==> src/inc/pevi_map.svh <==
// Offsets, field positions, reset values and command codes for the PHY event status block
`ifndef PEVI_MAP_SVH
`define PEVI_MAP_SVH
`define PEVI_OFS_EVENT_STATUS 5'h12
`define PEVI_OFS_FC_COUNT 5'h14
`define PEVI_OFS_RX_COUNT 5'h15
`define PEVI_RST_EVENT_STATUS 16'h0000
`define PEVI_BIT_LQ 15
`define PEVI_BIT_ED 14
`define PEVI_BIT_LINK 13
`define PEVI_BIT_SPEED 12
`define PEVI_BIT_DUPLEX 11
`define PEVI_BIT_ANEG 10
`define PEVI_BIT_FC_HF 9
`define PEVI_BIT_RX_HF 8
`define PEVI_PEND_LSB 8
`define PEVI_EN_MSB 7
`define PEVI_CTRL_IRQ_EN 0
`define PEVI_CTRL_POL 1
`define PEVI_CTRL_OUT_EN 2
`define PEVI_RST_CTRL 32'h0000_0002
`define PEVI_AHB_CTRL 8'h00
`define PEVI_AHB_STAT 8'h04
`define PEVI_AHB_CMD 8'h08
`define PEVI_AHB_RESULT 8'h0c
`define PEVI_AHB_PIN 8'h10
// Command word: [25:24] operation, [20:16] device offset, [15:0] write data
`define PEVI_CMD_READ 2'b01
`define PEVI_CMD_WRITE 2'b10
`endif

==> src/inc/pevi_pkg.sv <==
// Types shared by both ends of the PHY event status link
package pevi_pkg;
  typedef enum logic [2:0] {
    PEVI_H_IDLE = 3'b001,
    PEVI_H_REQ = 3'b010,
    PEVI_H_DONE = 3'b100
  } pevi_hstate_t;

  typedef struct packed {
    logic [7:0] pend;
    logic [7:0] en;
    logic [15:0] rdata;
    logic ack;
    logic [7:0] prev_ev;
  } pevi_dev_t;

  typedef struct packed {
    pevi_hstate_t st;
    logic [2:0] ctrl;
    logic busy;
    logic [4:0] addr;
    logic wr;
    logic [15:0] wdata;
    logic [15:0] result;
    logic hready_out;
    logic [31:0] hrdata;
    logic dphase;
    logic dwrite;
    logic [7:0] daddr;
  } pevi_host_t;
endpackage

==> src/inc/pevi_if.sv <==
// Management link between the event status device and its host
`timescale 1ns/10ps
interface pevi_if;
  logic req;
  logic wr;
  logic [4:0] addr;
  logic [15:0] wdata;
  logic ack;
  logic [15:0] rdata;
  modport dev (input req, input wr, input addr, input wdata, output ack, output rdata);
  modport host (output req, output wr, output addr, output wdata, input ack, input rdata);
endinterface

==> src/rtl/pevi_host.sv <==
// Host end: AHB-Lite registers that drive management accesses to the device
//
// Design decision made here: register access over AHB-Lite.
`timescale 1ns/10ps
`include "pevi_map.svh"
module pevi_host (
  input wire logic hclk,
  input wire logic hresetn,
  input wire logic hsel,
  input wire logic [31:0] haddr,
  input wire logic [1:0] htrans,
  input wire logic hwrite,
  input wire logic [2:0] hsize,
  input wire logic [31:0] hwdata,
  input wire logic hready,
  output logic hreadyout,
  output logic hresp,
  output logic [31:0] hrdata,
  pevi_if.host mgmt,
  output logic irq_global_en,
  output logic irq_polarity,
  output logic irq_out_en,
  input wire logic irq_pin_level
);
  // ==========================================================
  // State
  pevi_pkg::pevi_host_t s_r;
  pevi_pkg::pevi_host_t s_nxt;
  logic take;

  assign take = hsel && hready && htrans[1];

  always_comb begin
    s_nxt = s_r;
    s_nxt.hready_out = 1'b1;
    s_nxt.dphase = take;
    s_nxt.dwrite = hwrite;
    s_nxt.daddr = haddr[7:0];
    if (s_r.dphase && s_r.dwrite) begin
      case (s_r.daddr)
        `PEVI_AHB_CTRL: s_nxt.ctrl = hwdata[2:0];
        `PEVI_AHB_CMD: begin
          if (!s_r.busy && (hwdata[25:24] == `PEVI_CMD_READ || hwdata[25:24] == `PEVI_CMD_WRITE)) begin
            s_nxt.busy = 1'b1;
            s_nxt.wr = (hwdata[25:24] == `PEVI_CMD_WRITE);
            s_nxt.addr = hwdata[20:16];
            s_nxt.wdata = hwdata[15:0];
          end
        end
        default: s_nxt.ctrl = s_r.ctrl;
      endcase
    end
    if (take && !hwrite) begin
      case (haddr[7:0])
        `PEVI_AHB_CTRL: s_nxt.hrdata = {29'h0000_0000, s_r.ctrl};
        `PEVI_AHB_STAT: s_nxt.hrdata = {31'h0000_0000, s_r.busy};
        `PEVI_AHB_RESULT: s_nxt.hrdata = {16'h0000, s_r.result};
        `PEVI_AHB_PIN: s_nxt.hrdata = {31'h0000_0000, irq_pin_level};
        default: s_nxt.hrdata = 32'h0000_0000;
      endcase
    end
    case (s_r.st)
      pevi_pkg::PEVI_H_IDLE: begin
        if (s_r.busy) begin
          s_nxt.st = pevi_pkg::PEVI_H_REQ;
        end
      end
      pevi_pkg::PEVI_H_REQ: begin
        if (mgmt.ack) begin
          s_nxt.result = mgmt.rdata;
          s_nxt.st = pevi_pkg::PEVI_H_DONE;
        end
      end
      pevi_pkg::PEVI_H_DONE: begin
        s_nxt.busy = 1'b0;
        s_nxt.st = pevi_pkg::PEVI_H_IDLE;
      end
      default: s_nxt.st = pevi_pkg::PEVI_H_IDLE;
    endcase
  end

  always_ff @(posedge hclk or negedge hresetn) begin
    if (!hresetn) begin
      s_r <= '0;
      s_r.st <= pevi_pkg::PEVI_H_IDLE;
      s_r.ctrl <= 3'b010;
      s_r.hready_out <= 1'b1;
    end else begin
      s_r <= s_nxt;
    end
  end

  assign hreadyout = s_r.hready_out;
  assign hresp = 1'b0;
  assign hrdata = s_r.hrdata;
  assign mgmt.req = (s_r.st == pevi_pkg::PEVI_H_REQ);
  assign mgmt.wr = s_r.wr;
  assign mgmt.addr = s_r.addr;
  assign mgmt.wdata = s_r.wdata;
  assign irq_global_en = s_r.ctrl[`PEVI_CTRL_IRQ_EN];
  assign irq_polarity = s_r.ctrl[`PEVI_CTRL_POL];
  assign irq_out_en = s_r.ctrl[`PEVI_CTRL_OUT_EN];
endmodule
==> src/flat_wrapper.sv <==
// flat-port wrapper written by rule: the top's interface ports become plain ports
module pevi_host_flat 
  (hclk, hresetn, hsel, haddr, htrans, hwrite, hsize, hwdata, hready, hreadyout, hresp, hrdata, irq_global_en, irq_polarity, irq_out_en, irq_pin_level, mgmt_req, mgmt_wr, mgmt_addr, mgmt_wdata, mgmt_ack, mgmt_rdata);
  pevi_if mgmt_i ();
  input wire logic hclk;
  input wire logic hresetn;
  input wire logic hsel;
  input wire logic [31:0] haddr;
  input wire logic [1:0] htrans;
  input wire logic hwrite;
  input wire logic [2:0] hsize;
  input wire logic [31:0] hwdata;
  input wire logic hready;
  output logic hreadyout;
  output logic hresp;
  output logic [31:0] hrdata;
  output logic irq_global_en;
  output logic irq_polarity;
  output logic irq_out_en;
  input wire logic irq_pin_level;
  output wire logic [$bits(mgmt_i.req)-1:0] mgmt_req;
  output wire logic [$bits(mgmt_i.wr)-1:0] mgmt_wr;
  output wire logic [$bits(mgmt_i.addr)-1:0] mgmt_addr;
  output wire logic [$bits(mgmt_i.wdata)-1:0] mgmt_wdata;
  input wire logic [$bits(mgmt_i.ack)-1:0] mgmt_ack;
  input wire logic [$bits(mgmt_i.rdata)-1:0] mgmt_rdata;
  assign mgmt_req = mgmt_i.req;
  assign mgmt_wr = mgmt_i.wr;
  assign mgmt_addr = mgmt_i.addr;
  assign mgmt_wdata = mgmt_i.wdata;
  assign mgmt_i.ack = mgmt_ack;
  assign mgmt_i.rdata = mgmt_rdata;
  pevi_host u_core (.hclk(hclk), .hresetn(hresetn), .hsel(hsel), .haddr(haddr), .htrans(htrans), .hwrite(hwrite), .hsize(hsize), .hwdata(hwdata), .hready(hready), .hreadyout(hreadyout), .hresp(hresp), .hrdata(hrdata), .mgmt(mgmt_i), .irq_global_en(irq_global_en), .irq_polarity(irq_polarity), .irq_out_en(irq_out_en), .irq_pin_level(irq_pin_level));
endmodule
==> config.mk <==
export PLATFORM = sky130hd
export DESIGN_NAME = pevi_host_flat
export DESIGN_NICKNAME = d
export VERILOG_FILES = /design/src/inc/pevi_pkg.sv /design/src/inc/pevi_if.sv /design/src/rtl/pevi_host.sv /design/src/flat_wrapper.sv
export VERILOG_INCLUDE_DIRS = /design/src /design/src/inc
export SDC_FILE = /design/constraint.sdc
export NUM_CORES = 1
export LEC_CHECK = 0
export ABC_CLOCK_PERIOD_IN_PS = 2100
export BUFFER_PORTS_ARGS = -buffer_cell sky130_fd_sc_hd__buf_4
export CAP_MARGIN = 20
export CORE_MARGIN = 2
export CORE_UTILIZATION = 46
export DETAILED_ROUTE_END_ITERATION = 16
export PLACE_DENSITY = 0.79
export SETUP_SLACK_MARGIN = 0.2
export SLEW_MARGIN = 25
export SYNTH_ARGS = -nofsm -noshare
export SYNTH_HDL_FRONTEND = slang
export SYNTH_SLANG_ARGS = --single-unit
export TNS_END_PERCENT = 20
==> constraint.sdc <==
create_clock -name hclk -period 2.1 [get_ports hclk]
set_input_delay 0.315 -clock hclk [delete_from_list [all_inputs] [get_ports hclk]]
set_output_delay 0.315 -clock hclk [all_outputs]
set_load 0.1 [all_outputs]
* Word-level counts from Yosys, hierarchy flattened
Index checks and enable logic that the tools add are counted.
** Storage, ports and cells
- Register bits after elaboration :: 87
- Output and inout bits :: 60
- Input port bits :: 92
- Word-level logic and storage cells :: 48
** Operators by class
- Mux-type cells :: 8
- Reductions and logical operators :: 18
- Equality and inequality tests :: 11
** Operators with widths (number)
- 23-bit two-way mux :: 3
- 16-bit case mux with 4 select lines :: 1
- 8-bit by 4-bit == test with 1-bit output, second input constant :: 2
- 8-bit zero test :: 2
- 8-bit by 3-bit == test with 1-bit output, second input constant :: 1
- 8-bit by 5-bit == test with 1-bit output, second input constant :: 1
- 3-bit two-way mux :: 2
- 3-bit case mux with 2 select lines :: 1
- 2-bit AND reduction :: 3
- 3-bit AND reduction :: 2
- 2-bit nonzero test :: 3
- 1-bit logical AND :: 5
- 2-bit by 1-bit != test with 1-bit output, second input constant :: 2
- 3-bit by 1-bit == test with 1-bit output, second input constant :: 1
- 3-bit by 2-bit == test with 1-bit output, second input constant :: 1
- 3-bit == test, second input constant :: 1
- 2-bit by 1-bit == test with 1-bit output, second input constant :: 1
- 2-bit == test, second input constant :: 1
- 1-bit zero test :: 2
- 1-bit logical OR :: 1
- 1-bit two-way mux :: 1

* Longest topological paths before layout
- Word-level depth :: 7
- Depth in mapped cells :: 6
- Mapped depth without buffers :: 4

* Worst setup path after synthesis
No wires, ideal clock.
- Kind :: flip-flop to flip-flop
- Start point :: register u_core.s_r[85] in the netlist's numbering
- End point :: register u_core.s_r[50] in the netlist's numbering
- Buffers on the path :: 2
- Required time :: 1.975 ns
- Cell stages (with the launch flop) :: 7
- Path slack :: -0.942 ns
- Period minus slack after synthesis :: 3.042 ns
- Arrival :: 2.918 ns
- Setup time :: 0.125 ns
- Path through :: dfstp_2 > nand2b_1 > nor2_1 > and2_1 > clkbuf_1 > buf_2 > mux2_2
** On the way
- Cells in the longest elaborated chain, start to end :: 2
** RTL lines
- start: declaration :: RTL line pevi_host.sv:27 : pevi_pkg::pevi_host_t s_r;
- start signal: assignment :: RTL line pevi_host.sv:89 : s_r <= s_nxt;
- 3-bit by 2-bit == test with 1-bit output
- net mgmt_req :: RTL line flat_wrapper.sv:21 : output wire logic [$bits(mgmt_i.req)-1:0] mgmt_req;
- 2-bit AND reduction (no line)
The timed path passes the listed nets, and every way through them passes these cells.
A chain may end at the register's enable or synchronous reset.

* Final worst setup path
- Start point :: register u_core.s_r[5] in the netlist's numbering
- End point :: register u_core.s_r (netlist bit u_core.mgmt.wdata[14])
** On the way
- Cells in the longest elaborated chain, start to end :: 2
** RTL lines
- 8-bit by 4-bit == test with 1-bit output :: RTL line pevi_host.sv:40 : case (s_r.daddr)
- 3-bit AND reduction (no line)
Every way passes these cells.

==> run summary <==
Drc violations -> 0
Maximum buffer depth of the clock tree -> 2
Final Util -> 57.9%
FMAX -> 517 MHz
Ratio of final minimum period to clock period -> 92.0%
Crit path max fanout -> 23
Flip-flop and latch area -> 0.00178 mm^2
Slowest-stage cell, CP -> or4b_4
WP data arrival -> 2.16 ns
Post-Syn Area -> 0.00318 mm^2
Fillers -> 564
Register area share after synthesis -> 55.9%
Setup total negative slack -> 0 ns
RSZ-0062 raised after global routing -> true
CP peak stage delay -> 0.52 ns
Synth Flop Type -> dfrtp_1
Die height -> 87.2 um
Power per Cell Area -> 909 mW/mm^2
Share of the synthesized area in the top cell type -> 54.2%
M3 GR Usage -> 7.68%
Root Buffer -> clkbuf_8
Clock Sink Count -> 71
Maxcap violations -> 0
Minimum clock period -> 1.93 ns
Top post-synthesis cells by count -> dfrtp_1 (69), buf_4 (55), mux2_2 (22)
CTS tree -> built
Core area -> 0.00676 mm^2
Hold Crit Depth -> 1
Buffers & Inverters on Critical Path -> 1
Crit end category -> flop
Met1 Usage GRT -> 19.1%
LEAKAGE -> 2.05 nW
Largest net degree at the start of global routing -> 40
Critical path depth -> 5
Busiest grt layer -> met2
Reg-to-Reg Start -> u_core.s_r[5]$_DFF_PN0_
Startpoint types -> flop
Top-count cell post-synth -> dfrtp_1
Starting Density -> 47.1%
Syn. warnings -> 0
Initial antenna violation count -> 0
Fin. max-slew vios -> 0
DRT Wirelength -> 5840 um
Setup CP Type -> reg2reg
Proportion of layout cells with a drive suffix above 1 -> 54.5%
Vias -> 1888
DIE AREA -> 0.00760 mm^2
Cell Rows -> 30
Multi-input logic area -> 0.00100 mm^2
Mean Syn Cell Area -> 13.5 um^2
Skew-Pair Late Insertion Delay -> 0.34 ns
Max VDD drop -> 0.705 mV
Async SR Flop Fraction -> 100%
Pre-antenna DRT Iters -> 4
Worst Hold Endpoint -> u_core.s_r[6]$_DFF_PN0_
H-tree Lvls -> 3
Hold Violations, Final -> 0
Largest delay share family, worst path -> simple AND/OR/NAND/NOR gates
Final setup viols -> 0
R2R Setup Slk -> 0.17 ns
Hold Crit Start -> haddr[6]
GRT overflow -> 0
Most area-consuming cells after synthesis -> dfrtp_1 (54%), buf_4 (13%), mux2_4 (9.0%)
Worst Hold Class -> in2reg
EDFF count, synth -> 0
Worst-path cell chain -> nor4_2 > nand4_1 > or4b_4 > buf_12 > mux2_4
DP HPWL -> 4240 um
Area leader, netlist -> dfrtp_1
ANT cells -> 0
Reg2reg end -> u_core.mgmt.wdata[14]$_DFFE_PN0P_
Port Buffers -> 96
Synthesis-to-layout area growth -> 23.0%
Wire per inst -> 15.0 um
Ports -> 152
Crit path required time -> 2.32 ns
Vias in the first global route -> 2002
Met2 Use GR -> 26.4%
Routability congestion estimate -> 0.702
#FFs+latches synth -> 71
Distinct cell type count after synthesis -> 33
Post-route ant nets -> 0
Gate Count Post-Synth -> 235
Max Clock Skew -> 0.00616 ns
Nets -> 396
Chip width -> 87.2 um
Number of vias per cell -> 4.87
Initial DRC count -> 73
Global-route wire length before repair -> 9470 um
Cts bufs inserted -> 9
Reg2reg path depth -> 5
GR Util All Layers -> 16.5%
Clock transition at path regs -> 0.07 ns
Status -> complete, no violations
[repair_timing]
item                                    4_1_cts  5_1_grt
endpoints found under the setup margin       22       22
gates cloned                                  0        0
hold buffers                                  1        0
pin swaps                                     1        0
setup buffers                                 1        0
hold endpoints to repair                     32        0
gates resized for setup                       2        0
[stage by stage]
| step | worst slack [ns] | cell area (um^2) | cells | total power, W | hold WS [ns] |
|---|---|---|---|---|---|
| floorplan | 0.149 | 3270 | 251 | 0.00223 | 0.0194 |
| global route | 0.119 | 3920 | 388 | 0.00373 | 0.0580 |
| global placement | 0.0981 | 3670 | 370 | 0.00236 | 0.284 |
| finish | 0.168 | 3920 | 388 | 0.00356 | 0.0836 |
| detailed placement | 0.0821 | 3670 | 370 | 0.00240 | 0.284 |
| CTS | 0.132 | 3920 | 388 | 0.00360 | 0.0728 |
[worst register-to-register path, delay by kind of cell (launching register included)]
| kind | cells | cell delay (ns) |
|---|---|---|
| mux | 1 | 0.31 |
| simple gates | 3 | 0.94 |
| flops | 1 | 0.37 |
| buf+inv | 1 | 0.19 |
[where the power goes]
group          switching (W)  internal, W  total (W)  leakage, nW
Clock               0.000523     0.000670    0.00119        0.105
Sequential          0.000123      0.00157    0.00170        0.925
Combinational       0.000379     0.000289   0.000669         1.02
Total                0.00103      0.00253    0.00356         2.05
[worst max path at each step]
stage                                           from                                 to  slack (ns)
final                        u_core.s_r[5]$_DFF_PN0_  u_core.mgmt.wdata[14]$_DFFE_PN0P_        0.17
after detailed placement     u_core.s_r[5]$_DFF_PN0_  u_core.mgmt.wdata[14]$_DFFE_PN0P_        0.08
after global routing         u_core.s_r[5]$_DFF_PN0_   u_core.mgmt.wdata[8]$_DFFE_PN0P_        0.12
after CTS                    u_core.s_r[5]$_DFF_PN0_  u_core.mgmt.wdata[14]$_DFFE_PN0P_        0.13
after floorplan           u_core.s_r[85]$_DFFE_PN1P_         u_core.s_r[50]$_DFFE_PN0P_        0.15
after global placement       u_core.s_r[5]$_DFF_PN0_    u_core.mgmt.addr[3]$_DFFE_PN0P_         0.1
[area by class of cell]
type                    count  area share, %
well taps                  80           2.56
inverters                   3          0.288
clock inverters             7           2.49
clock buffers               9           3.16
repair buffers            103           20.5
flip-flops and latches     71           45.4
multi-input cells         115           25.6
[cells by family after synthesis]
kind of cell    Yosys count  share of synthesized area [%]
mux                      42                           17.1
buf+inv                  65                           15.5
compound gates           24                           5.70
fa+ha+maj                 1                          0.393
flops                    71                           55.9
simple gates             30                           5.23
other cells               2                          0.236
[routing by layer]
metal  vias to the layer above  routed length (um)
met1                       928                2350
met2                        76                2850
li1                        872                   -
met4                         0                 106
met5                         -                   0
met3                        12                 526
[cell usage in the layout, fill, tap and decap left out, drive strengths merged, types with 2 or more instances in the layout]
cell,instances
nor2,8
mux2,41
o21ai,4
nand2b,2
nand2,3
clkinv,3
inv,3
nor4,2
nand3,2
a21oi,2
a22oi,3
buf,102
nand3b,3
and2,2
dfrtp,69
clkbuf,9
bufinv,2
clkinvlp,2
dfstp,2
conb,18
a22o,13
or2,2
[flip-flops by register name, indices dropped and copies added (netlist names)]
register / count
u_core.hrdata: 16
u_core.irq_global_en: 1
u_core.irq_out_en: 1
u_core.irq_polarity: 1
u_core.mgmt.addr: 5
u_core.mgmt.wdata: 16
u_core.mgmt.wr: 1
u_core.s_r: 30
(Power assumes the default switching activity.)
